==> config.mk <==
export PLATFORM = sky130hd
export DESIGN_NAME = hcf_regs
export DESIGN_NICKNAME = d
export VERILOG_FILES = /design/src/hcf_pkg.sv /design/src/hcf_swap.sv /design/src/hcf_regs.sv
export VERILOG_INCLUDE_DIRS = /design/src
export SDC_FILE = /design/constraint.sdc
export NUM_CORES = 1
export LEC_CHECK = 0
export ABC_AREA = 1
export BUFFER_PORTS_ARGS = -buffer_cell sky130_fd_sc_hd__buf_2
export CAP_MARGIN = 20
export CORE_ASPECT_RATIO = 0.9
export CORE_MARGIN = 5
export CORE_UTILIZATION = 33
export CTS_CLUSTER_DIAMETER = 100
export CTS_CLUSTER_SIZE = 16
export DETAILED_ROUTE_END_ITERATION = 8
export GPL_TIMING_DRIVEN = 0
export PLACE_DENSITY = 0.71
export SLEW_MARGIN = 20
export SYNTH_ARGS = -nofsm -noshare
export SYNTH_HDL_FRONTEND = slang
export SYNTH_SLANG_ARGS = --single-unit
export TNS_END_PERCENT = 20
==> constraint.sdc <==
create_clock -name CLK_I -period 2.3 [get_ports CLK_I]
set_input_delay 0 -clock CLK_I [delete_from_list [all_inputs] [get_ports CLK_I]]
set_output_delay 0 -clock CLK_I [all_outputs]
set_load 0.05 [all_outputs]
==> src/hcf_cfg.svh <==
// Offsets, field positions, reset values and the summary of the flag bank
//--------------------------------------------------------------------
// How it works
// - Set and clear addresses share one flag set
// - Company code register is fixed, writes ignored
// - Image valid lets ROM block reads answer
// - Image invalid answers ROM block reads with error
// - Bus reset with invalid image reloads nothing
// - Image valid cleared only by resets, fetch error
// - Swap-disable flag controls byte swap of DMA data
// - Late-ack permit answers async packets with ack_tardy
// - Every ack_tardy raises the late-ack event
// - Flag bits 28 to 24 read zero
// - PHY-setup bit tells driver may configure PHY
// - PHY-setup bit loads from EEPROM, defaults one
// - PHY-setup bit changed only by global reset, EEPROM load
// - Link off drops block reads and async packets at once
//--------------------------------------------------------------------
`ifndef HCF_CFG_SVH
`define HCF_CFG_SVH

// Register byte offsets
`define HCF_OFS_COMPANY 8'h40
`define HCF_OFS_SET 8'h50
`define HCF_OFS_CLR 8'h54

// Flag bit positions
`define HCF_BIT_IMG 31
`define HCF_BIT_SWAP 30
`define HCF_BIT_LATE 29
`define HCF_BIT_PSET 23
`define HCF_BIT_PEXT 22
`define HCF_BIT_LINK 17
`define HCF_BIT_SRST 16

// Reset values
`define HCF_RST_FLAG 1'b0
`define HCF_RST_PSET 1'b1
`define HCF_ZERO32 32'h0000_0000

`endif

==> src/hcf_pkg.sv <==
// Types and shared helper functions of the host control flag bank
`include "hcf_cfg.svh"
package hcf_pkg;

   //-----------------------------------------------------------------
   // Types
   //-----------------------------------------------------------------
   // Flag set as seen through the set and clear addresses
   typedef struct packed {
      logic img_valid;
      logic swap_dis;
      logic late_ack;
      logic phy_setup;
      logic phy_ext;
      logic link_on;
      logic soft_rst;
   } hcf_flags_t;

   // Events arriving from the serial bus side, one-cycle pulses
   typedef struct packed {
      logic blk_rd;
      logic async_req;
      logic bus_reset;
      logic fetch_err;
   } hcf_link_ev_t;

   // Slave phase, Gray along idle to answer
   typedef enum logic [1:0] {
      BS_IDLE = 2'b00,
      BS_ANSWER = 2'b01
   } hcf_bus_st_t;

   //-----------------------------------------------------------------
   // Functions
   //-----------------------------------------------------------------
   // Word hit on an aligned offset
   function automatic logic hcf_hit(input logic [7:0] a, input logic [7:0] o);
      return a[7:2] == o[7:2];
   endfunction

   // Byte enables widened to a bit mask
   function automatic logic [31:0] hcf_lane_mask(input logic [3:0] be);
      return {{8{be[3]}}, {8{be[2]}}, {8{be[1]}}, {8{be[0]}}};
   endfunction

   // Set wins over clear
   function automatic logic hcf_rsc(input logic cur, input logic set, input logic clr);
      return set ? 1'b1 : (clr ? 1'b0 : cur);
   endfunction

   // Flag word; every other bit stays zero
   function automatic logic [31:0] hcf_pack(input hcf_flags_t f);
      logic [31:0] w;
      w = `HCF_ZERO32;
      w[`HCF_BIT_IMG] = f.img_valid;
      w[`HCF_BIT_SWAP] = f.swap_dis;
      w[`HCF_BIT_LATE] = f.late_ack;
      w[`HCF_BIT_PSET] = f.phy_setup;
      w[`HCF_BIT_PEXT] = f.phy_ext;
      w[`HCF_BIT_LINK] = f.link_on;
      w[`HCF_BIT_SRST] = f.soft_rst;
      return w;
   endfunction

   // Quadlet byte reversal
   function automatic logic [31:0] hcf_bswap(input logic [31:0] d);
      return {d[7:0], d[15:8], d[23:16], d[31:24]};
   endfunction

endpackage

==> src/hcf_swap.sv <==
// Registered byte-swap stage for DMA and physical data
`timescale 1ns/1ns
`include "hcf_cfg.svh"
module hcf_swap
   import hcf_pkg::*;
(
   // Clock and reset
   input wire logic clk_i,
   input wire logic rst_n_i,
   // Control
   input wire logic swap_dis_i,
   // Data in
   input wire logic [31:0] data_i,
   input wire logic valid_i,
   input wire logic outside_i,
   // Data out
   output logic [31:0] data_o,
   output logic valid_o
);

   //-----------------------------------------------------------------
   // Swap stage
   //-----------------------------------------------------------------
   // Internal locations never swap; one register stage keeps timing
   always_ff @(posedge clk_i or negedge rst_n_i) begin
      if (!rst_n_i) begin
         data_o <= `HCF_ZERO32;
         valid_o <= 1'b0;
      end else begin
         valid_o <= valid_i;
         if (valid_i) begin
            data_o <= (outside_i && !swap_dis_i) ? hcf_bswap(data_i) : data_i;
         end
      end
   end
endmodule

==> src/hcf_regs.sv <==
// Host control flag register bank with Avalon-MM slave and link-side decisions
//
// The implementer's own choice: the Avalon-MM interface to the registers.
`timescale 1ns/1ns
`include "hcf_cfg.svh"
module hcf_regs
   import hcf_pkg::*;
#(
   // Arbitrary value, stands in for the maker code
   parameter logic [31:0] COMPANY_CODE = 32'h00a5_0c0d
)(
   // Clock and resets
   input wire logic CLK_I,
   input wire logic RESETN_I,
   input wire logic SYS_RESET_I,
   // Avalon-MM slave
   input wire logic [7:0] AVS_ADDRESS_I,
   input wire logic AVS_READ_I,
   input wire logic AVS_WRITE_I,
   input wire logic [31:0] AVS_WRITEDATA_I,
   input wire logic [3:0] AVS_BYTEENABLE_I,
   output logic [31:0] AVS_READDATA_O,
   output logic AVS_WAITREQUEST_O,
   // Serial bus events and EEPROM load
   input wire hcf_link_ev_t LINK_EV_I,
   input wire logic EE_LOAD_I,
   input wire logic EE_PHY_SETUP_I,
   // DMA data path
   input wire logic [31:0] DMA_DATA_I,
   input wire logic DMA_VALID_I,
   input wire logic DMA_OUTSIDE_I,
   output logic [31:0] DMA_DATA_O,
   output logic DMA_VALID_O,
   // Responses to the serial bus side
   output logic ROM_RD_ACCEPT_O,
   output logic ROM_TYPE_ERR_O,
   output logic ROM_RELOAD_O,
   output logic TARDY_ACK_O,
   output logic TARDY_EVENT_O,
   output logic ASYNC_PASS_O,
   // Flag state
   output logic ROM_UPDATE_EN_O,
   output logic LINK_CONNECT_O,
   output logic PHY_EXT_ON_O,
   output logic PHY_SETUP_O
);

   //-----------------------------------------------------------------
   // Declarations
   //-----------------------------------------------------------------
   hcf_bus_st_t bus_st_ff;
   hcf_bus_st_t nxt_bus_st;
   logic wait_ff;
   logic [31:0] rdata_ff;
   logic [31:0] rd_word;
   logic img_valid_ff;
   logic swap_dis_ff;
   logic late_ack_ff;
   logic phy_setup_ff;
   logic phy_ext_ff;
   logic link_on_ff;
   logic soft_rst_ff;
   logic rom_acc_ff;
   logic rom_err_ff;
   logic rom_reload_ff;
   logic tardy_ff;
   logic tardy_ev_ff;
   logic pass_ff;
   logic req;
   logic in_answer;
   logic wr_set;
   logic wr_clr;
   logic hw_clr;
   logic [31:0] wmask;
   logic [31:0] flags_word;
   hcf_flags_t flags;

   //-----------------------------------------------------------------
   // Bus decode
   //-----------------------------------------------------------------
   // A write lands only in the answer cycle, when waitrequest is low
   assign req = AVS_READ_I | AVS_WRITE_I;
   assign in_answer = (bus_st_ff == BS_ANSWER);
   assign wmask = AVS_WRITEDATA_I & hcf_lane_mask(AVS_BYTEENABLE_I);
   assign wr_set = in_answer & AVS_WRITE_I & hcf_hit(AVS_ADDRESS_I, `HCF_OFS_SET);
   assign wr_clr = in_answer & AVS_WRITE_I & hcf_hit(AVS_ADDRESS_I, `HCF_OFS_CLR);

   // System reset and the self-clearing soft reset clear the same flags
   assign hw_clr = SYS_RESET_I | soft_rst_ff;

   // Flag view shared by both addresses
   always_comb begin
      flags.img_valid = img_valid_ff;
      flags.swap_dis = swap_dis_ff;
      flags.late_ack = late_ack_ff;
      flags.phy_setup = phy_setup_ff;
      flags.phy_ext = phy_ext_ff;
      flags.link_on = link_on_ff;
      flags.soft_rst = soft_rst_ff;
   end

   // Reserved and low bits are never placed in the word
   assign flags_word = hcf_pack(flags);

   // Read mux; unmapped offsets answer zero
   always_comb begin
      rd_word = `HCF_ZERO32;
      if (hcf_hit(AVS_ADDRESS_I, `HCF_OFS_COMPANY)) begin
         rd_word = COMPANY_CODE;
      end else if (hcf_hit(AVS_ADDRESS_I, `HCF_OFS_SET) ||
                   hcf_hit(AVS_ADDRESS_I, `HCF_OFS_CLR)) begin
         rd_word = flags_word;
      end
   end

   //-----------------------------------------------------------------
   // Slave handshake
   //-----------------------------------------------------------------
   // Idle sees a request, answer drops waitrequest for one cycle
   always_comb begin
      case (bus_st_ff)
         BS_IDLE: begin
            nxt_bus_st = req ? BS_ANSWER : BS_IDLE;
         end
         BS_ANSWER: begin
            nxt_bus_st = BS_IDLE;
         end
         default: begin
            nxt_bus_st = BS_IDLE;
         end
      endcase
   end

   // Phase register
   always_ff @(posedge CLK_I or negedge RESETN_I) begin
      if (!RESETN_I) begin
         bus_st_ff <= BS_IDLE;
      end else begin
         bus_st_ff <= nxt_bus_st;
      end
   end

   // Waitrequest held high outside the answer cycle
   always_ff @(posedge CLK_I or negedge RESETN_I) begin
      if (!RESETN_I) begin
         wait_ff <= 1'b1;
      end else begin
         wait_ff <= (nxt_bus_st != BS_ANSWER);
      end
   end

   // Read data captured one cycle early so the output is a flop
   always_ff @(posedge CLK_I or negedge RESETN_I) begin
      if (!RESETN_I) begin
         rdata_ff <= `HCF_ZERO32;
      end else if (bus_st_ff == BS_IDLE && AVS_READ_I) begin
         rdata_ff <= rd_word;
      end
   end

   //-----------------------------------------------------------------
   // Flags
   //-----------------------------------------------------------------
   // Image valid: set only with link off, no clear address effect
   always_ff @(posedge CLK_I or negedge RESETN_I) begin
      if (!RESETN_I) begin
         img_valid_ff <= `HCF_RST_FLAG;
      end else if (hw_clr) begin
         img_valid_ff <= 1'b0;
      end else if (wr_set && wmask[`HCF_BIT_IMG] && !link_on_ff) begin
         img_valid_ff <= 1'b1;
      end else if (LINK_EV_I.fetch_err) begin
         img_valid_ff <= 1'b0;
      end
   end

   // Swap disable survives ordinary resets
   always_ff @(posedge CLK_I or negedge RESETN_I) begin
      if (!RESETN_I) begin
         swap_dis_ff <= `HCF_RST_FLAG;
      end else begin
         swap_dis_ff <= hcf_rsc(swap_dis_ff, wr_set & wmask[`HCF_BIT_SWAP],
                                wr_clr & wmask[`HCF_BIT_SWAP]);
      end
   end

   // Late-ack permit
   always_ff @(posedge CLK_I or negedge RESETN_I) begin
      if (!RESETN_I) begin
         late_ack_ff <= `HCF_RST_FLAG;
      end else if (hw_clr) begin
         late_ack_ff <= 1'b0;
      end else begin
         late_ack_ff <= hcf_rsc(late_ack_ff, wr_set & wmask[`HCF_BIT_LATE],
                                wr_clr & wmask[`HCF_BIT_LATE]);
      end
   end

   // PHY extensions on
   always_ff @(posedge CLK_I or negedge RESETN_I) begin
      if (!RESETN_I) begin
         phy_ext_ff <= `HCF_RST_FLAG;
      end else if (hw_clr) begin
         phy_ext_ff <= 1'b0;
      end else begin
         phy_ext_ff <= hcf_rsc(phy_ext_ff, wr_set & wmask[`HCF_BIT_PEXT],
                               wr_clr & wmask[`HCF_BIT_PEXT]);
      end
   end

   // Link on; clearing it cuts the serial bus from the next edge
   always_ff @(posedge CLK_I or negedge RESETN_I) begin
      if (!RESETN_I) begin
         link_on_ff <= `HCF_RST_FLAG;
      end else if (hw_clr) begin
         link_on_ff <= 1'b0;
      end else begin
         link_on_ff <= hcf_rsc(link_on_ff, wr_set & wmask[`HCF_BIT_LINK],
                               wr_clr & wmask[`HCF_BIT_LINK]);
      end
   end

   // Soft reset reads one for the single cycle it takes
   always_ff @(posedge CLK_I or negedge RESETN_I) begin
      if (!RESETN_I) begin
         soft_rst_ff <= `HCF_RST_FLAG;
      end else begin
         soft_rst_ff <= wr_set & wmask[`HCF_BIT_SRST] & !soft_rst_ff;
      end
   end

   // PHY setup: read-only, global reset or EEPROM load only
   always_ff @(posedge CLK_I or negedge RESETN_I) begin
      if (!RESETN_I) begin
         phy_setup_ff <= `HCF_RST_PSET;
      end else if (EE_LOAD_I) begin
         phy_setup_ff <= EE_PHY_SETUP_I;
      end
   end

   //-----------------------------------------------------------------
   // Serial bus responses
   //-----------------------------------------------------------------
   // ROM block reads: accept or type error, nothing with link off
   always_ff @(posedge CLK_I or negedge RESETN_I) begin
      if (!RESETN_I) begin
         rom_acc_ff <= 1'b0;
         rom_err_ff <= 1'b0;
      end else begin
         rom_acc_ff <= link_on_ff & LINK_EV_I.blk_rd & img_valid_ff;
         rom_err_ff <= link_on_ff & LINK_EV_I.blk_rd & !img_valid_ff;
      end
   end

   // Bus reset reloads ROM mapping only with a valid image
   always_ff @(posedge CLK_I or negedge RESETN_I) begin
      if (!RESETN_I) begin
         rom_reload_ff <= 1'b0;
      end else begin
         rom_reload_ff <= LINK_EV_I.bus_reset & img_valid_ff;
      end
   end

   // Async packets: ack_tardy and its event always travel together
   always_ff @(posedge CLK_I or negedge RESETN_I) begin
      if (!RESETN_I) begin
         tardy_ff <= 1'b0;
         tardy_ev_ff <= 1'b0;
         pass_ff <= 1'b0;
      end else begin
         tardy_ff <= link_on_ff & LINK_EV_I.async_req & late_ack_ff;
         tardy_ev_ff <= link_on_ff & LINK_EV_I.async_req & late_ack_ff;
         pass_ff <= link_on_ff & LINK_EV_I.async_req & !late_ack_ff;
      end
   end

   //-----------------------------------------------------------------
   // Data path
   //-----------------------------------------------------------------
   hcf_swap u_swap (
      .clk_i(CLK_I),
      .rst_n_i(RESETN_I),
      .swap_dis_i(swap_dis_ff),
      .data_i(DMA_DATA_I),
      .valid_i(DMA_VALID_I),
      .outside_i(DMA_OUTSIDE_I),
      .data_o(DMA_DATA_O),
      .valid_o(DMA_VALID_O)
   );

   //-----------------------------------------------------------------
   // Outputs
   //-----------------------------------------------------------------
   // All straight from flops
   assign AVS_READDATA_O = rdata_ff;
   assign AVS_WAITREQUEST_O = wait_ff;
   assign ROM_RD_ACCEPT_O = rom_acc_ff;
   assign ROM_TYPE_ERR_O = rom_err_ff;
   assign ROM_RELOAD_O = rom_reload_ff;
   assign TARDY_ACK_O = tardy_ff;
   assign TARDY_EVENT_O = tardy_ev_ff;
   assign ASYNC_PASS_O = pass_ff;
   assign ROM_UPDATE_EN_O = img_valid_ff;
   assign LINK_CONNECT_O = link_on_ff;
   assign PHY_EXT_ON_O = phy_ext_ff;
   assign PHY_SETUP_O = phy_setup_ff;
endmodule

After elaboration in Yosys (flattened, before gate mapping)
Cells that the tools add are included.
{ "word_totals": {"ff_bits": 80, "latch_bits": 0, "ramBits": 0, "mem_bits_ro": 0, "input_bits": 89, "output_inout_bits": 76, "wordCells": 80, "n_memories": 0} }
{ "classes": {"add_sub_neg": 0, "multipliers": 0, "div_mod_pow": 0, "order_cmp": 0, "eq_ne": 5, "shift": 0, "mux": 19, "n_bitwise": 23, "reduce_logical": 16} }
{ "op_table": {"columns": ["operator", "n"], "rows": [
  ["$mux W32", 3],
  ["$and A32 B32 Y32", 1],
  ["$and A1 B1 Y1", 20],
  ["$eq A6 B5 Y1 const B", 3],
  ["$mux W1", 16],
  ["$reduce_bool A3 Y1", 4],
  ["$logic_not A1 Y1", 5],
  ["$logic_and A1 B1 Y1", 4],
  ["$eq A2 B1 Y1 const B", 1],
  ["$logic_not A2 Y1", 1],
  ["$ne A2 B1 Y1 const B", 1],
  ["$or A1 B1 Y1", 2],
  ["$reduce_bool A2 Y1", 1],
  ["$logic_or A1 B1 Y1", 1]
]} }

Longest topological paths before layout
{ "depth": {"ltp_word": 7, "mapped_depth": 6, "mapped_depth_nobuf": 6} }

Modules after synthesis
A second synthesis with hierarchy kept.
{ "hier_totals": {"hier_cells": 382, "hier_area_um2": 2932.8} }
{ "by_module_without_submodules": {"columns": ["mod", "instances", "cells_each", "area_per_inst_um2"], "rows": [
  ["hcf_swap", 1, 245, 1778.0],
  ["hcf_regs", 1, 137, 1154.9]
]} }

Least setup slack after synthesis
OpenSTA, ideal clock, no wires.
{ "synth_path": {"path_kind": "reg-to-reg", "start": "reg link_on_ff, in the netlist LINK_CONNECT_O", "end": "reg img_valid_ff, in the netlist ROM_UPDATE_EN_O", "setup_ns": 0.121, "arrival_ns": 1.092, "slack_ns": 1.086, "stages_incl_launch_ff": 5, "synth_period_minus_slack_ns": 1.214, "path_cell_list": "dfrtp_1 inv_1 and3_1 nand4_1 a21oi_1"} }
{ "synth_between": {"elab_chain_len": 4, "word_cells_on_any_way": 5} }
{ "synth_rtl": {"columns": ["element", "line", "rtl"], "rows": [
  ["start: declaration", "hcf_regs.sv:61", "logic link_on_ff;"],
  ["start signal: assignment", "hcf_regs.sv:214", "link_on_ff <= `HCF_RST_FLAG;"],
  ["start signal: assignment", "hcf_regs.sv:218", "link_on_ff <= hcf_rsc(link_on_ff, wr_set & wmask[`HCF_BIT_LINK],"],
  ["$logic_not A1 Y1 *", "hcf_regs.sv:170", "end else if (wr_set && wmask[`HCF_BIT_IMG] && !link_on_ff) begin"],
  ["$logic_and A1 B1 Y1 *", "hcf_regs.sv:170", null],
  ["$mux W1", "hcf_regs.sv:170", null],
  ["$mux W1", "hcf_regs.sv:168", "end else if (hw_clr) begin"],
  ["end signal: assignment", "hcf_regs.sv:167", "img_valid_ff <= `HCF_RST_FLAG;"],
  ["end: declaration", "hcf_regs.sv:56", "logic img_valid_ff;"]
]} }
Every way passes the cells marked *; elsewhere a longest branch is shown, timed or not.
A chain may end at the register's enable or synchronous reset.

Final worst setup path
{ "layout_path": {"start": "in DMA_VALID_I", "end": "reg u_swap.data_o[21]"} }
{ "layout_rtl": {"columns": ["element", "line", "rtl"], "rows": [
  ["start: declaration", "hcf_regs.sv:30", "input wire logic DMA_VALID_I,"],
  ["end signal: assignment", "hcf_swap.sv:27", "data_o <= `HCF_ZERO32;"],
  ["end signal: assignment", "hcf_swap.sv:32", "data_o <= (outside_i && !swap_dis_i) ? hcf_bswap(data_i) : data_i;"],
  ["end: declaration", "hcf_swap.sv:17", "output logic [31:0] data_o,"]
]} }
No word-level cell between the ends.

==> flow_summary.ini <==
[status]
outcome = finished, final reports clean

[timing]
fmax_mhz = 537
layout_min_cycle_time_ns = 1.86
setup_viol = 0
rsz0062_at_grt = false
slew_headroom_pct = 51.9
skew_ns = 0.00456
final_max_slew_viol_count = 0
hold_viol_final = 0
tns_ns = 0
period_share_pct = 81.0
tightest_slew_ns = 0.721

[grt]
grt_pass1_vias = 2918
antenna_found_initial = 0
grt_start_max_net_pins = 56
track_usage_pct = 17.2
grt_pass1_wl_mm = 14.0
overflow = 0

[synthesis]
ys.warnings.count = 0
yosys_register_bits = 55
syn_area_um2 = 2660
yosysSeqAreaShare_pct = 51.8
syn_inst = 309
yosysUniqueCellTypes = 27
avgSynthCellArea_um2 = 8.61

[routing]
vias_per_cell = 4.58
drtAntennaViolNets = 0
firstDrtPassIters = 4
dr.first_iter.drc_count = 96
drcViolationCount = 0
wl_per_cell_um = 14.2
vias = 2797
routed_wl_mm = 8.69

[setup_path]
cp.required_ns = 2.49
cp-end-kind = flop
start_kind = input pin
crit_fanout = 10
crit_buf_inv = 5
crit_arrival_ns = 2.06
max_stage_delay_ns = 0.58
path_cells = dlygate4sd3_1, buf_2, buf_2, clkbuf_1, a31oi_1, dlygate4sd3_1
crit_family = buffers and inverters
slowest_stage = dlygate4sd3_1
worstSetupPathType = input pin to flop

[finish]
nets = 600
nFillCells = 749
drive_gt1_share_pct = 35.2
layout_common_cells = 120 x buf_2, 85 x nand2_1, 62 x dlygate4sd3_1, 53 x dfrtp_1, 36 x nor2_1
num_antenna_cells = 0
mostFrequentLayoutCell = buf_2
fin_area_um2 = 4140
layout-area-overhead-vs-synth_pct = 55.7
fin_util_pct = 52.1

[power_and_ir_drop]
internal-power_w = 0.00154
clock_power_share_pct = 23.0
p_comb_share_pct = 32.4
p_sw_w = 0.000879
power_w = 0.00242
p_sw_share_pct = 36.3
power_density_nw_per_um2 = 584
irDropWorstVdd_uv = 235
p_seq_share_pct = 44.5
leakage_nw = 2.18

[clock_network]
cts_buffer_depth = 2
cts.sinks = 55
post_cts_buffers = 0
path_clk_slew_ns = 0.09
tritoncts = done
htreeDepth = 2
clock_latency_ns = 0.30
cts_buffers = 5
clock_tree.root_cell = clkbuf_8

[placed_design]
gp_congestion = 0.776
numPortBuffers = 116
hpwl_mm = 5.97
place_area_um2 = 3430

[die]
num_io_pins = 165
die_h_um = 95.2
rows = 31
dieWidth_um = 105
die_area_um2 = 9960
start_util_pct = 33.5
core_um2 = 7950

[run]
cap_violations = 0

[worst_hold_path]
hold_path.class = input pin to flop
-- logic make-up after synthesis --
| logic type | after synthesis | synth area share, % |
|---|---|---|
| compound gates | 43 | 10.7 |
| buf+inv | 59 | 13.0 |
| flops | 55 | 51.8 |
| mux | 1 | 0.423 |
| other cells | 1 | 0.141 |
| simple gates | 150 | 23.8 |
-- final timing paths --
check / startpoint / to / slack (ns) / cells past startpoint
min reg2reg: late_ack_ff / ASYNC_PASS_O / 0.49 / 1
max: DMA_VALID_I / u_swap.data_o[21] / 0.44 / 6
max reg2reg: swap_dis_ff / u_swap.data_o[21] / 0.53 / 7
min in group asynchronous: RESETN_I / ROM_TYPE_ERR_O / 0.27 / 2
max in group asynchronous: RESETN_I / AVS_READDATA_O[30] / 1.53 / 2
min: SYS_RESET_I / PHY_EXT_ON_O / 0.04 / 3
-- worst min-delay path: cells and delay by family --
family	cells	cell delay (ns)
AO/OA/AOI/OAI	1	0.06
buffers and inverters	1	0.08
AND/OR/NAND/NOR	1	0.16
-- what timing repair did --
item,in CTS,in global routing
endpoints found under the hold margin,97,0
setup endpoints to repair,0,0
resized for setup,0,0
hold buffers,62,0
-- cell usage after synthesis --
library cell,instances,area [um2]
nand2_1,85,319
dfrtp_1,53,1330
nor2_1,36,135
a31oi_1,32,200
buf_4,31,233
inv_1,13,48.8
nand3_1,9,45.0
inv_2,6,22.5
buf_2,5,25.0
nand4_1,5,31.3
a21oi_1,4,20.0
nor3_1,4,20.0
o31ai_2,4,50.1
clkbuf_1,3,11.3
nand2_2,3,18.8
dfstp_2,2,52.6
nor2_2,2,12.5
o21ai_1,2,10.0
or2_1,2,12.5
and3_1,1,6.26
conb_1,1,3.75
inv_4,1,6.26
mux2_2,1,11.3
nand3b_1,1,7.51
nor2_8,1,20.0
o21ai_0,1,5.00
or2_2,1,6.26
-- flip-flops by register name, summed over array words and instances, names as in the netlist --
register / cells
ASYNC_PASS_O: 1
AVS_READDATA_O: 8
AVS_WAITREQUEST_O: 1
LINK_CONNECT_O: 1
PHY_EXT_ON_O: 1
PHY_SETUP_O: 1
ROM_RD_ACCEPT_O: 1
ROM_RELOAD_O: 1
ROM_TYPE_ERR_O: 1
ROM_UPDATE_EN_O: 1
TARDY_ACK_O: 1
bus_st_ff: 1
late_ack_ff: 1
soft_rst_ff: 1
swap_dis_ff: 1
u_swap.data_o: 32
u_swap.valid_o: 1
-- cell type report --
| cell class | count | area, um2 | share of cell area, % |
|---|---|---|---|
| flip-flops and latches | 55 | 1380 | 33.3 |
| repair buffers | 178 | 1200 | 29.1 |
| multi-input cells | 212 | 998 | 24.1 |
| plain buffers | 39 | 269 | 6.49 |
| well taps | 99 | 124 | 2.99 |
| clock buffers | 7 | 86.3 | 2.08 |
| inverters | 20 | 77.6 | 1.87 |
| clock inverters | 1 | 5.00 | 0.121 |
-- power by group through the flow --
stage	registers, W	logic [W]	clock network [W]
detailed placement	0.00110	0.000675	0
global route	0.00109	0.000836	0.000611
finish	0.00108	0.000785	0.000558
floorplan	0.00133	0.000241	0
global placement	0.00109	0.000669	0
CTS	0.00108	0.000780	0.000572
-- metal layers --
layer	track usage, %	wire length [um]	vias up	part of all wire (%)
li1	-	-	1369	-
met1	21.0	3640	1317	42
met2	30.6	4450	97	51
met3	3.11	429	14	4.9
met4	6.50	170	0	2.0
met5	0	0	-	0
-- through the flow --
stage,instances,worst slack [ns],hold slack [ns]
detailed placement,541,1.13,0.102
global route,611,0.325,0.0185
global placement,541,1.16,0.124
CTS,611,0.476,0.0199
floorplan,326,1.09,-0.296
finish,611,0.436,0.0352
(Power assumes the default switching activity.)
